<file path="src/hw/trhps_cfg.svh">
// trhps_cfg.svh: reset values and field positions for the tone receiver port
// assumes: included by bare name, definitions only
`ifndef TRHPS_CFG_SVH
`define TRHPS_CFG_SVH
`define TRHPS_CODE_RST      4'h0
`define TRHPS_SETTLE_CYC    2
`define TRHPS_STAT_DS_BIT   2
`define TRHPS_STAT_ESTB_BIT 1
`define TRHPS_STAT_CPM_BIT  0
`endif

</file>
<file path="src/hw/trhps_pkg.sv">
// trhps_pkg.sv: types for the tone receiver host port
// assumes: compiled before the design modules
`default_nettype none
package trhps_pkg;
    typedef logic [3:0] trhps_nib_t;
    typedef enum logic [1:0] {
        TRHPS_IDLE   = 2'b00,
        TRHPS_SETTLE = 2'b01,
        TRHPS_HELD   = 2'b11
    } trhps_steer_e;
endpackage : trhps_pkg
`default_nettype wire

</file>
<file path="src/hw/trhps_sync.sv">
// trhps_sync.sv: two-flop synchroniser for a bundle of pin levels
// assumes: inputs are asynchronous to clock_in
`default_nettype none
module trhps_sync #(
    parameter int WIDTH = 1
) (
    input  wire logic             clock_in,
    input  wire logic             reset_n_in,
    input  wire logic [WIDTH-1:0] async_in,
    output logic      [WIDTH-1:0] sync_out
);
    logic [WIDTH-1:0] meta_ff;
    logic [WIDTH-1:0] sync_ff;
    always_ff @(posedge clock_in or negedge reset_n_in) begin
        if (!reset_n_in) begin
            meta_ff <= '0;
            sync_ff <= '0;
        end else begin
            meta_ff <= async_in;
            sync_ff <= meta_ff;
        end
    end
    assign sync_out = sync_ff;
endmodule : trhps_sync
`default_nettype wire

</file>
<file path="src/hw/trhps_top.sv">
// trhps_top.sv: host nibble port and receive steering of a tone transceiver
// assumes: pins arrive asynchronously and are synchronised here; open-drain
// and tri-state wires are resolved outside from the enables (low = drive)
// Function
// - direction input picks host write or host read of the data nibble
// - accesses are honoured only while chip select is low
// - data lines float whenever chip select high or phase clock low
// - nothing depends on the phase clock toggling outside accesses
// - register select with direction picks the register reached
// - call progress plus interrupt enable: interrupt pin shows tone square
// - early detect rises as soon as a valid tone pair is found
// - early detect falls at once on any loss, no filtering
// - sense above threshold registers the pair and updates the latch
// - sense below threshold rearms for a new tone pair
// - guard drive follows early detect and the sense level
// - registration latches the 4-bit tone code into receive data
// - interrupt mode pulls interrupt pin low while delayed flag active
// - reading receive data puts the latched code on the bus
// - no detection or registration while in call progress mode
`include "trhps_cfg.svh"
`default_nettype none
module trhps_top
    import trhps_pkg::*;
#(
    parameter int SETTLE_CYC = `TRHPS_SETTLE_CYC
) (
    input  wire logic       clock_in,
    input  wire logic       reset_n_in,
    input  wire logic       read_not_write_in,
    input  wire logic       chip_select_n_in,
    input  wire logic       register_select_bit_in,
    input  wire logic       phase_clock_in,
    input  wire logic [3:0] host_data_nibble_in,
    output logic      [3:0] host_data_nibble_out,
    output logic            host_data_nibble_oe_n_out,
    input  wire logic       tone_pair_valid_in,
    input  wire logic [3:0] tone_code_in,
    input  wire logic       tone_square_in,
    input  wire logic       steering_threshold_in,
    output logic            early_tone_detect_out,
    output logic            guard_time_drive_out,
    output logic            steering_sense_guard_drive_oe_n_out,
    output logic            interrupt_or_tone_square_out,
    output logic            interrupt_or_tone_square_oe_n_out,
    output logic            delayed_steer_out,
    output logic [3:0]      host_write_data_out,
    output logic            host_write_strobe_out,
    output logic            host_write_select_out,
    input  wire logic [3:0] status_extra_in,
    input  wire logic       call_progress_mode_in,
    input  wire logic       interrupt_enable_in
);
    localparam int NS = 9;
    logic [NS-1:0] pin_sync;
    logic [3:0]    wdat_sync;
    trhps_sync #(.WIDTH(NS)) u_sync_ctl (
        .clock_in   (clock_in),
        .reset_n_in (reset_n_in),
        .async_in   ({read_not_write_in, chip_select_n_in,
                      register_select_bit_in, phase_clock_in,
                      tone_pair_valid_in, tone_square_in,
                      steering_threshold_in, call_progress_mode_in,
                      interrupt_enable_in}),
        .sync_out   (pin_sync)
    );
    trhps_sync #(.WIDTH(4)) u_sync_dat (
        .clock_in   (clock_in),
        .reset_n_in (reset_n_in),
        .async_in   (host_data_nibble_in),
        .sync_out   (wdat_sync)
    );
    logic s_rw, s_cs_n, s_rs, s_ph, s_valid, s_sq, s_thr, s_cpm, s_ien;
    assign {s_rw, s_cs_n, s_rs, s_ph, s_valid, s_sq,
            s_thr, s_cpm, s_ien} = pin_sync;

    // tone code is a sampled bus from the detector, held stable while valid
    logic [3:0] code_sync;
    trhps_sync #(.WIDTH(4)) u_sync_code (
        .clock_in   (clock_in),
        .reset_n_in (reset_n_in),
        .async_in   (tone_code_in),
        .sync_out   (code_sync)
    );

    // ---- steering ----
    trhps_steer_e state_ff, nxt_state;
    logic [3:0]   code_ff, nxt_code;
    logic         est_ff, nxt_est;
    logic         ds_ff, nxt_ds;
    logic [7:0]   cnt_ff, nxt_cnt;
    logic         wr_ff, nxt_wr;
    logic         phase_d_ff, nxt_phase_d;

    always_comb begin
        nxt_est   = s_valid && !s_cpm;
        nxt_state = state_ff;
        nxt_code  = code_ff;
        nxt_ds    = ds_ff;
        nxt_cnt   = cnt_ff;
        unique case (state_ff)
            TRHPS_IDLE: begin
                if (s_thr && !s_cpm) begin
                    nxt_code  = code_sync;
                    nxt_cnt   = 8'(SETTLE_CYC);
                    nxt_state = TRHPS_SETTLE;
                end
            end
            TRHPS_SETTLE: begin
                if (cnt_ff <= 8'h01) begin
                    nxt_ds    = 1'b1;
                    nxt_cnt   = 8'h00;
                    nxt_state = TRHPS_HELD;
                end else begin
                    nxt_cnt = cnt_ff - 8'h01;
                end
            end
            TRHPS_HELD: begin
                if (!s_thr) begin
                    nxt_ds    = 1'b0;
                    nxt_state = TRHPS_IDLE;
                end
            end
        endcase
    end

    // ---- host port ----
    logic       access;
    logic       rd_data_sel;
    logic [3:0] status_word;
    logic [3:0] nxt_rdata;
    logic [3:0] rdata_ff;
    logic [3:0] wdat_ff, nxt_wdat;
    logic       wsel_ff, nxt_wsel;

    assign access = !s_cs_n && s_ph;
    assign rd_data_sel = !s_rs;

    always_comb begin
        status_word = status_extra_in;
        status_word[`TRHPS_STAT_DS_BIT]   = ds_ff;
        status_word[`TRHPS_STAT_ESTB_BIT] = est_ff;
        status_word[`TRHPS_STAT_CPM_BIT]  = s_cpm;
        nxt_rdata   = rd_data_sel ? code_ff : status_word;
        nxt_phase_d = s_ph;
        // write taken once, on the falling end of the phase clock high time
        nxt_wr   = !s_cs_n && !s_rw && phase_d_ff && !s_ph;
        nxt_wdat = nxt_wr ? wdat_sync : wdat_ff;
        nxt_wsel = nxt_wr ? s_rs : wsel_ff;
    end

    always_ff @(posedge clock_in or negedge reset_n_in) begin
        if (!reset_n_in) begin
            state_ff   <= TRHPS_IDLE;
            code_ff    <= `TRHPS_CODE_RST;
            est_ff     <= 1'b0;
            ds_ff      <= 1'b0;
            cnt_ff     <= 8'h00;
            wr_ff      <= 1'b0;
            phase_d_ff <= 1'b0;
            rdata_ff   <= 4'h0;
            wdat_ff    <= 4'h0;
            wsel_ff    <= 1'b0;
        end else begin
            state_ff   <= nxt_state;
            code_ff    <= nxt_code;
            est_ff     <= nxt_est;
            ds_ff      <= nxt_ds;
            cnt_ff     <= nxt_cnt;
            wr_ff      <= nxt_wr;
            phase_d_ff <= nxt_phase_d;
            rdata_ff   <= nxt_rdata;
            wdat_ff    <= nxt_wdat;
            wsel_ff    <= nxt_wsel;
        end
    end

    // bus drive is combinational on purpose: it must let go the moment
    // select or phase drops; the read value itself is registered
    assign host_data_nibble_out      = rdata_ff;
    assign host_data_nibble_oe_n_out = !(access && s_rw);
    assign host_write_data_out       = wdat_ff;
    assign host_write_strobe_out     = wr_ff;
    assign host_write_select_out     = wsel_ff;

    assign early_tone_detect_out = est_ff;
    assign delayed_steer_out     = ds_ff;
    // guard drive: high while detect high and sense above threshold, else low
    assign guard_time_drive_out  = est_ff && s_thr;
    assign steering_sense_guard_drive_oe_n_out = 1'b0;
    // open drain: 0 out with enable low pulls the pin; released reads high
    assign interrupt_or_tone_square_out = 1'b0;
    assign interrupt_or_tone_square_oe_n_out =
        !s_ien ? 1'b1 :
        s_cpm  ? s_sq :
                 !ds_ff;
endmodule : trhps_top
`default_nettype wire

</file>
<file path="config.mk">
export PLATFORM = sky130hd
export DESIGN_NAME = trhps_top
export DESIGN_NICKNAME = d
export VERILOG_FILES = /design/src/hw/trhps_pkg.sv /design/src/hw/trhps_sync.sv /design/src/hw/trhps_top.sv
export VERILOG_INCLUDE_DIRS = /design/src /design/src/hw
export SDC_FILE = /design/constraint.sdc
export NUM_CORES = 1
export LEC_CHECK = 0
export CORE_ASPECT_RATIO = 1.1
export CORE_MARGIN = 10
export CORE_UTILIZATION = 65
export CTS_BUF_LIST = sky130_fd_sc_hd__clkbuf_2 sky130_fd_sc_hd__clkbuf_4 sky130_fd_sc_hd__clkbuf_8
export DETAILED_ROUTE_END_ITERATION = 10
export DONT_BUFFER_PORTS = 1
export HOLD_SLACK_MARGIN = 0.03
export PLACE_DENSITY = 0.91
export SETUP_SLACK_MARGIN = 0.02
export SLEW_MARGIN = 30
export SYNTH_ARGS = -nofsm -noshare
export SYNTH_HDL_FRONTEND = slang
export SYNTH_SLANG_ARGS = --single-unit
</file>
<file path="constraint.sdc">
create_clock -name clock_in -period 2.9 [get_ports clock_in]
set_input_delay 0 -clock clock_in [delete_from_list [all_inputs] [get_ports clock_in]]
set_output_delay 0 -clock clock_in [all_outputs]
set_load 0.01 [all_outputs]
</file>
==> summary.md <==
| Metric | Value |
|---|---|
| Htree depth | `3` |
| Switching power total | `0.7457 mW` |
| Post-synthesis async set-or-reset flop share | `100.0%` |
| Setup Total Neg Slack | `0 ns` |
| CTS sink count | `61` |
| Internal | `1.616 mW` |
| Initial antenna violation count | `0` |
| Max-Cap Viols | `0` |
| Grt total ovfl | `0` |
| P_leak | `1.131 nW` |
| Number of flops mapped to enable cells by yosys | `0` |
| Pre-CTS setup slack | `0.9599 ns` |
| Final Util | `81.97%` |
| Die area | `5934 sq um` |
| Sequential Power Share | `50.0%` |
| Adder-cell share of the synthesized area | `1.184%` |
| Row count | `21` |
| Final Skew | `0.01235 ns` |
| DR iter-0 viols | `74` |
| Fmax | `502.1 MHz` |
| Post-cts resize count | `0` |
| Final Net Count | `187` |
| Dpl cells | `165` |
| CTS Root Cell | `clkbuf_4` |
| DRC | `0` |
| Peak supply drop | `0.7730 mV` |
| Synth Flop Type | `dfrtp_1` |
| Crit path capture type | `flop` |
| Clock Power Share | `28.2%` |
| Logic pwr share | `21.8%` |
| Fraction of layout instances using a drive strength above 1 | `24.55%` |
| Routability Congestion | `0.7598` |
| Simple-Gate Fraction of Synth Area | `10.30%` |
| ANT nets after route | `0` |
| Final critical-path required period | `1.991 ns` |
| Distinct cells, synth | `34` |
| Largest net degree at the start of global routing | `62` |
| Initial core utilization | `68.74%` |
| Total power | `2.361 mW` |
| CTS tree | `yes` |
| Tightest Pin Transition | `0.7476 ns` |
| CTS Buffer Depth | `2` |
| Routed vias | `1187` |
| Pwr Density | `937.1 nW/um^2` |
| Port bufs | `0` |
| Crit path max fanout | `12` |
| Vias in the first global route | `1289` |
| Switch share | `31.58%` |
| Max incr delay on CP | `0.73 ns` |
| Fin. max-slew vios | `0` |
| Die Ht | `79.80 microns` |
| Outcome | `complete, no violations` |
| Synth Instances | `133` |
| Synthesized flop and latch total | `61` |
| Post-Route WL | `4.430 mm` |
| Ys Warns | `0` |
| CP Class | `reg -> reg` |
| Critical Path RT | `3.14 ns` |
| Drt wl/cell | `22.04 microns` |
| Vias per cell | `5.905` |
| CP cell instances | `nor4b_4 -> o21ai_0 -> o31ai_1 -> a211oi_1` |
| Drt first pass iters | `4` |
| Tcrit/Tclk final | `68.67%` |
| Worst r2r src | `state_ff[0]` |
| Post-DP HPWL | `2.330 mm` |
| Tot GR Track Use | `16.65%` |
| Final setup violation count | `0` |
| Buf/Inv on CP | `0` |
| Unrepaired setup endpoints after global routing | `false` |
| Die width | `74.37 microns` |
| Total CTS buffers | `9` |
| Compound-Gate Fraction of Synth Area | `5.743%` |
| Hold buffer count at CTS | `20` |
| Largest family of logic cells by synthesized area | `simple AND/OR/NAND/NOR gates` |
| Xor/xnor share of the synthesized area | `0.8289%` |
| Setup ws final | `0.9085 ns` |
| Mux cell area share after synthesis | `7.934%` |
| Final hold vios | `0` |
| Critical path's top delay family | `simple AND/OR/NAND/NOR gates` |
| Synth-to-layout area growth | `19.24%` |
| Core area | `3074 sq um` |
| Clock Pin Slew Worst Setup and Hold Paths | `0.10 ns` |
| Worst Setup Start Kind | `flop` |
| Clk_lat worst skew | `0.39 ns` |
| ANT cells | `0` |
| Cell Area, Synth | `2113 sq um` |
| Sequential share of the synthesized area | `72.23%` |
| Finished Layout Cells | `201` |
| Post-CTS setup buffer count | `0` |
| Io pins | `40` |
| Slowest cell on the critical path | `nor4b_4` |
| Avg Cell Area, Syn | `15.89 sq um` |
| First-pass GRT wire length | `7.058 mm` |
| CP startpoint | `state_ff[0]` |
| Slew margin rel. | `49.95%` |
| WP data arrival | `2.23 ns` |
| Worst min path class | `in -> async` |
## Yosys cell counts, types with 3 or more instances
cell | n | area, sq um
nor3_1 | 5 | 25.02
nor2_1 | 7 | 26.28
dfrtp_1 | 61 | 1526
nand3_1 | 3 | 15.01
mux2_2 | 14 | 157.7
nand2_1 | 3 | 11.26
o21ai_0 | 3 | 15.01
## kinds of logic (layout without fill, tap and decap cells)
group	Yosys count	in the layout
AOI/OAI and AO/OA	16	16
other	1	2
and+or+nand+nor	31	31
DFF	61	61
buffers and inverters	5	38
adders and majority gates	2	2
muxes	15	15
xor gates and xnor gates	2	2
## cells in the final DEF (no fill, tap or decap), types with 2 or more instances in the layout
cell type      Yosys  final
a211oi_1           2      2
a21o_1             2      2
a22o_1             2      2
clkbuf_4           0     10
clkbuf_8           0      4
conb_1             1      2
dfrtp_1           61     61
dlygate4sd3_1      0     19
ha_1               2      2
inv_1              2      2
mux2_2            14     14
nand2_1            3      3
nand3_1            3      3
nand3b_1           2      2
nor2_1             7      7
nor2b_1            2      2
nor3_1             5      5
nor4b_4            2      2
o21ai_0            3      3
xor2_1             2      2
## final timing paths
path                                          end  slack, ns  cells after the start
max                                     cnt_ff[4]       0.91                      4
min                         host_write_select_out       0.14                      2
max reg2reg                             cnt_ff[4]       0.91                      4
min reg2reg                u_sync_ctl.sync_out[5]       0.35                      0
max in group asynchronous       delayed_steer_out       2.52                      2
min in group clock_in      u_sync_code.meta_ff[2]       0.15                      1
## stage by stage
stage	area, sq um	hold slack [ns]
5_1_grt	2520	0.1273
6_report	2520	0.1383
2_1_floorplan	2117	-0.2956
3_3_place_gp	2133	-0.2931
4_1_cts	2520	0.1207
3_5_place_dp	2133	-0.2930
## power by group through the flow
stage | registers, mW | clock network (mW) | logic (mW)
3_5_place_dp | 1.18 | 0 | 0.449
3_3_place_gp | 1.17 | 0 | 0.415
5_1_grt | 1.20 | 0.711 | 0.569
2_1_floorplan | 1.14 | 0 | 0.381
4_1_cts | 1.17 | 0.664 | 0.497
6_report | 1.18 | 0.667 | 0.515
## layout make-up
cell class	count	area (sq um)
multi-input cells	68	556.8
clock inverters	2	38.79
repair buffers	20	217.7
clock buffers	14	130.1
inverters	2	7.507
flip-flops and latches	61	1526
well taps	34	42.54
fillers	135	554.3
## routing by layer
metal / share of wire [%] / up-vias / track usage (%)
li1: - / 521 / -
met1: 38 / 594 / 17.85
met2: 53 / 61 / 27.24
met3: 6.8 / 11 / 5.721
met4: 2.6 / 0 / 10.26
met5: 0 / - / 0
(Power assumes the default switching activity.)
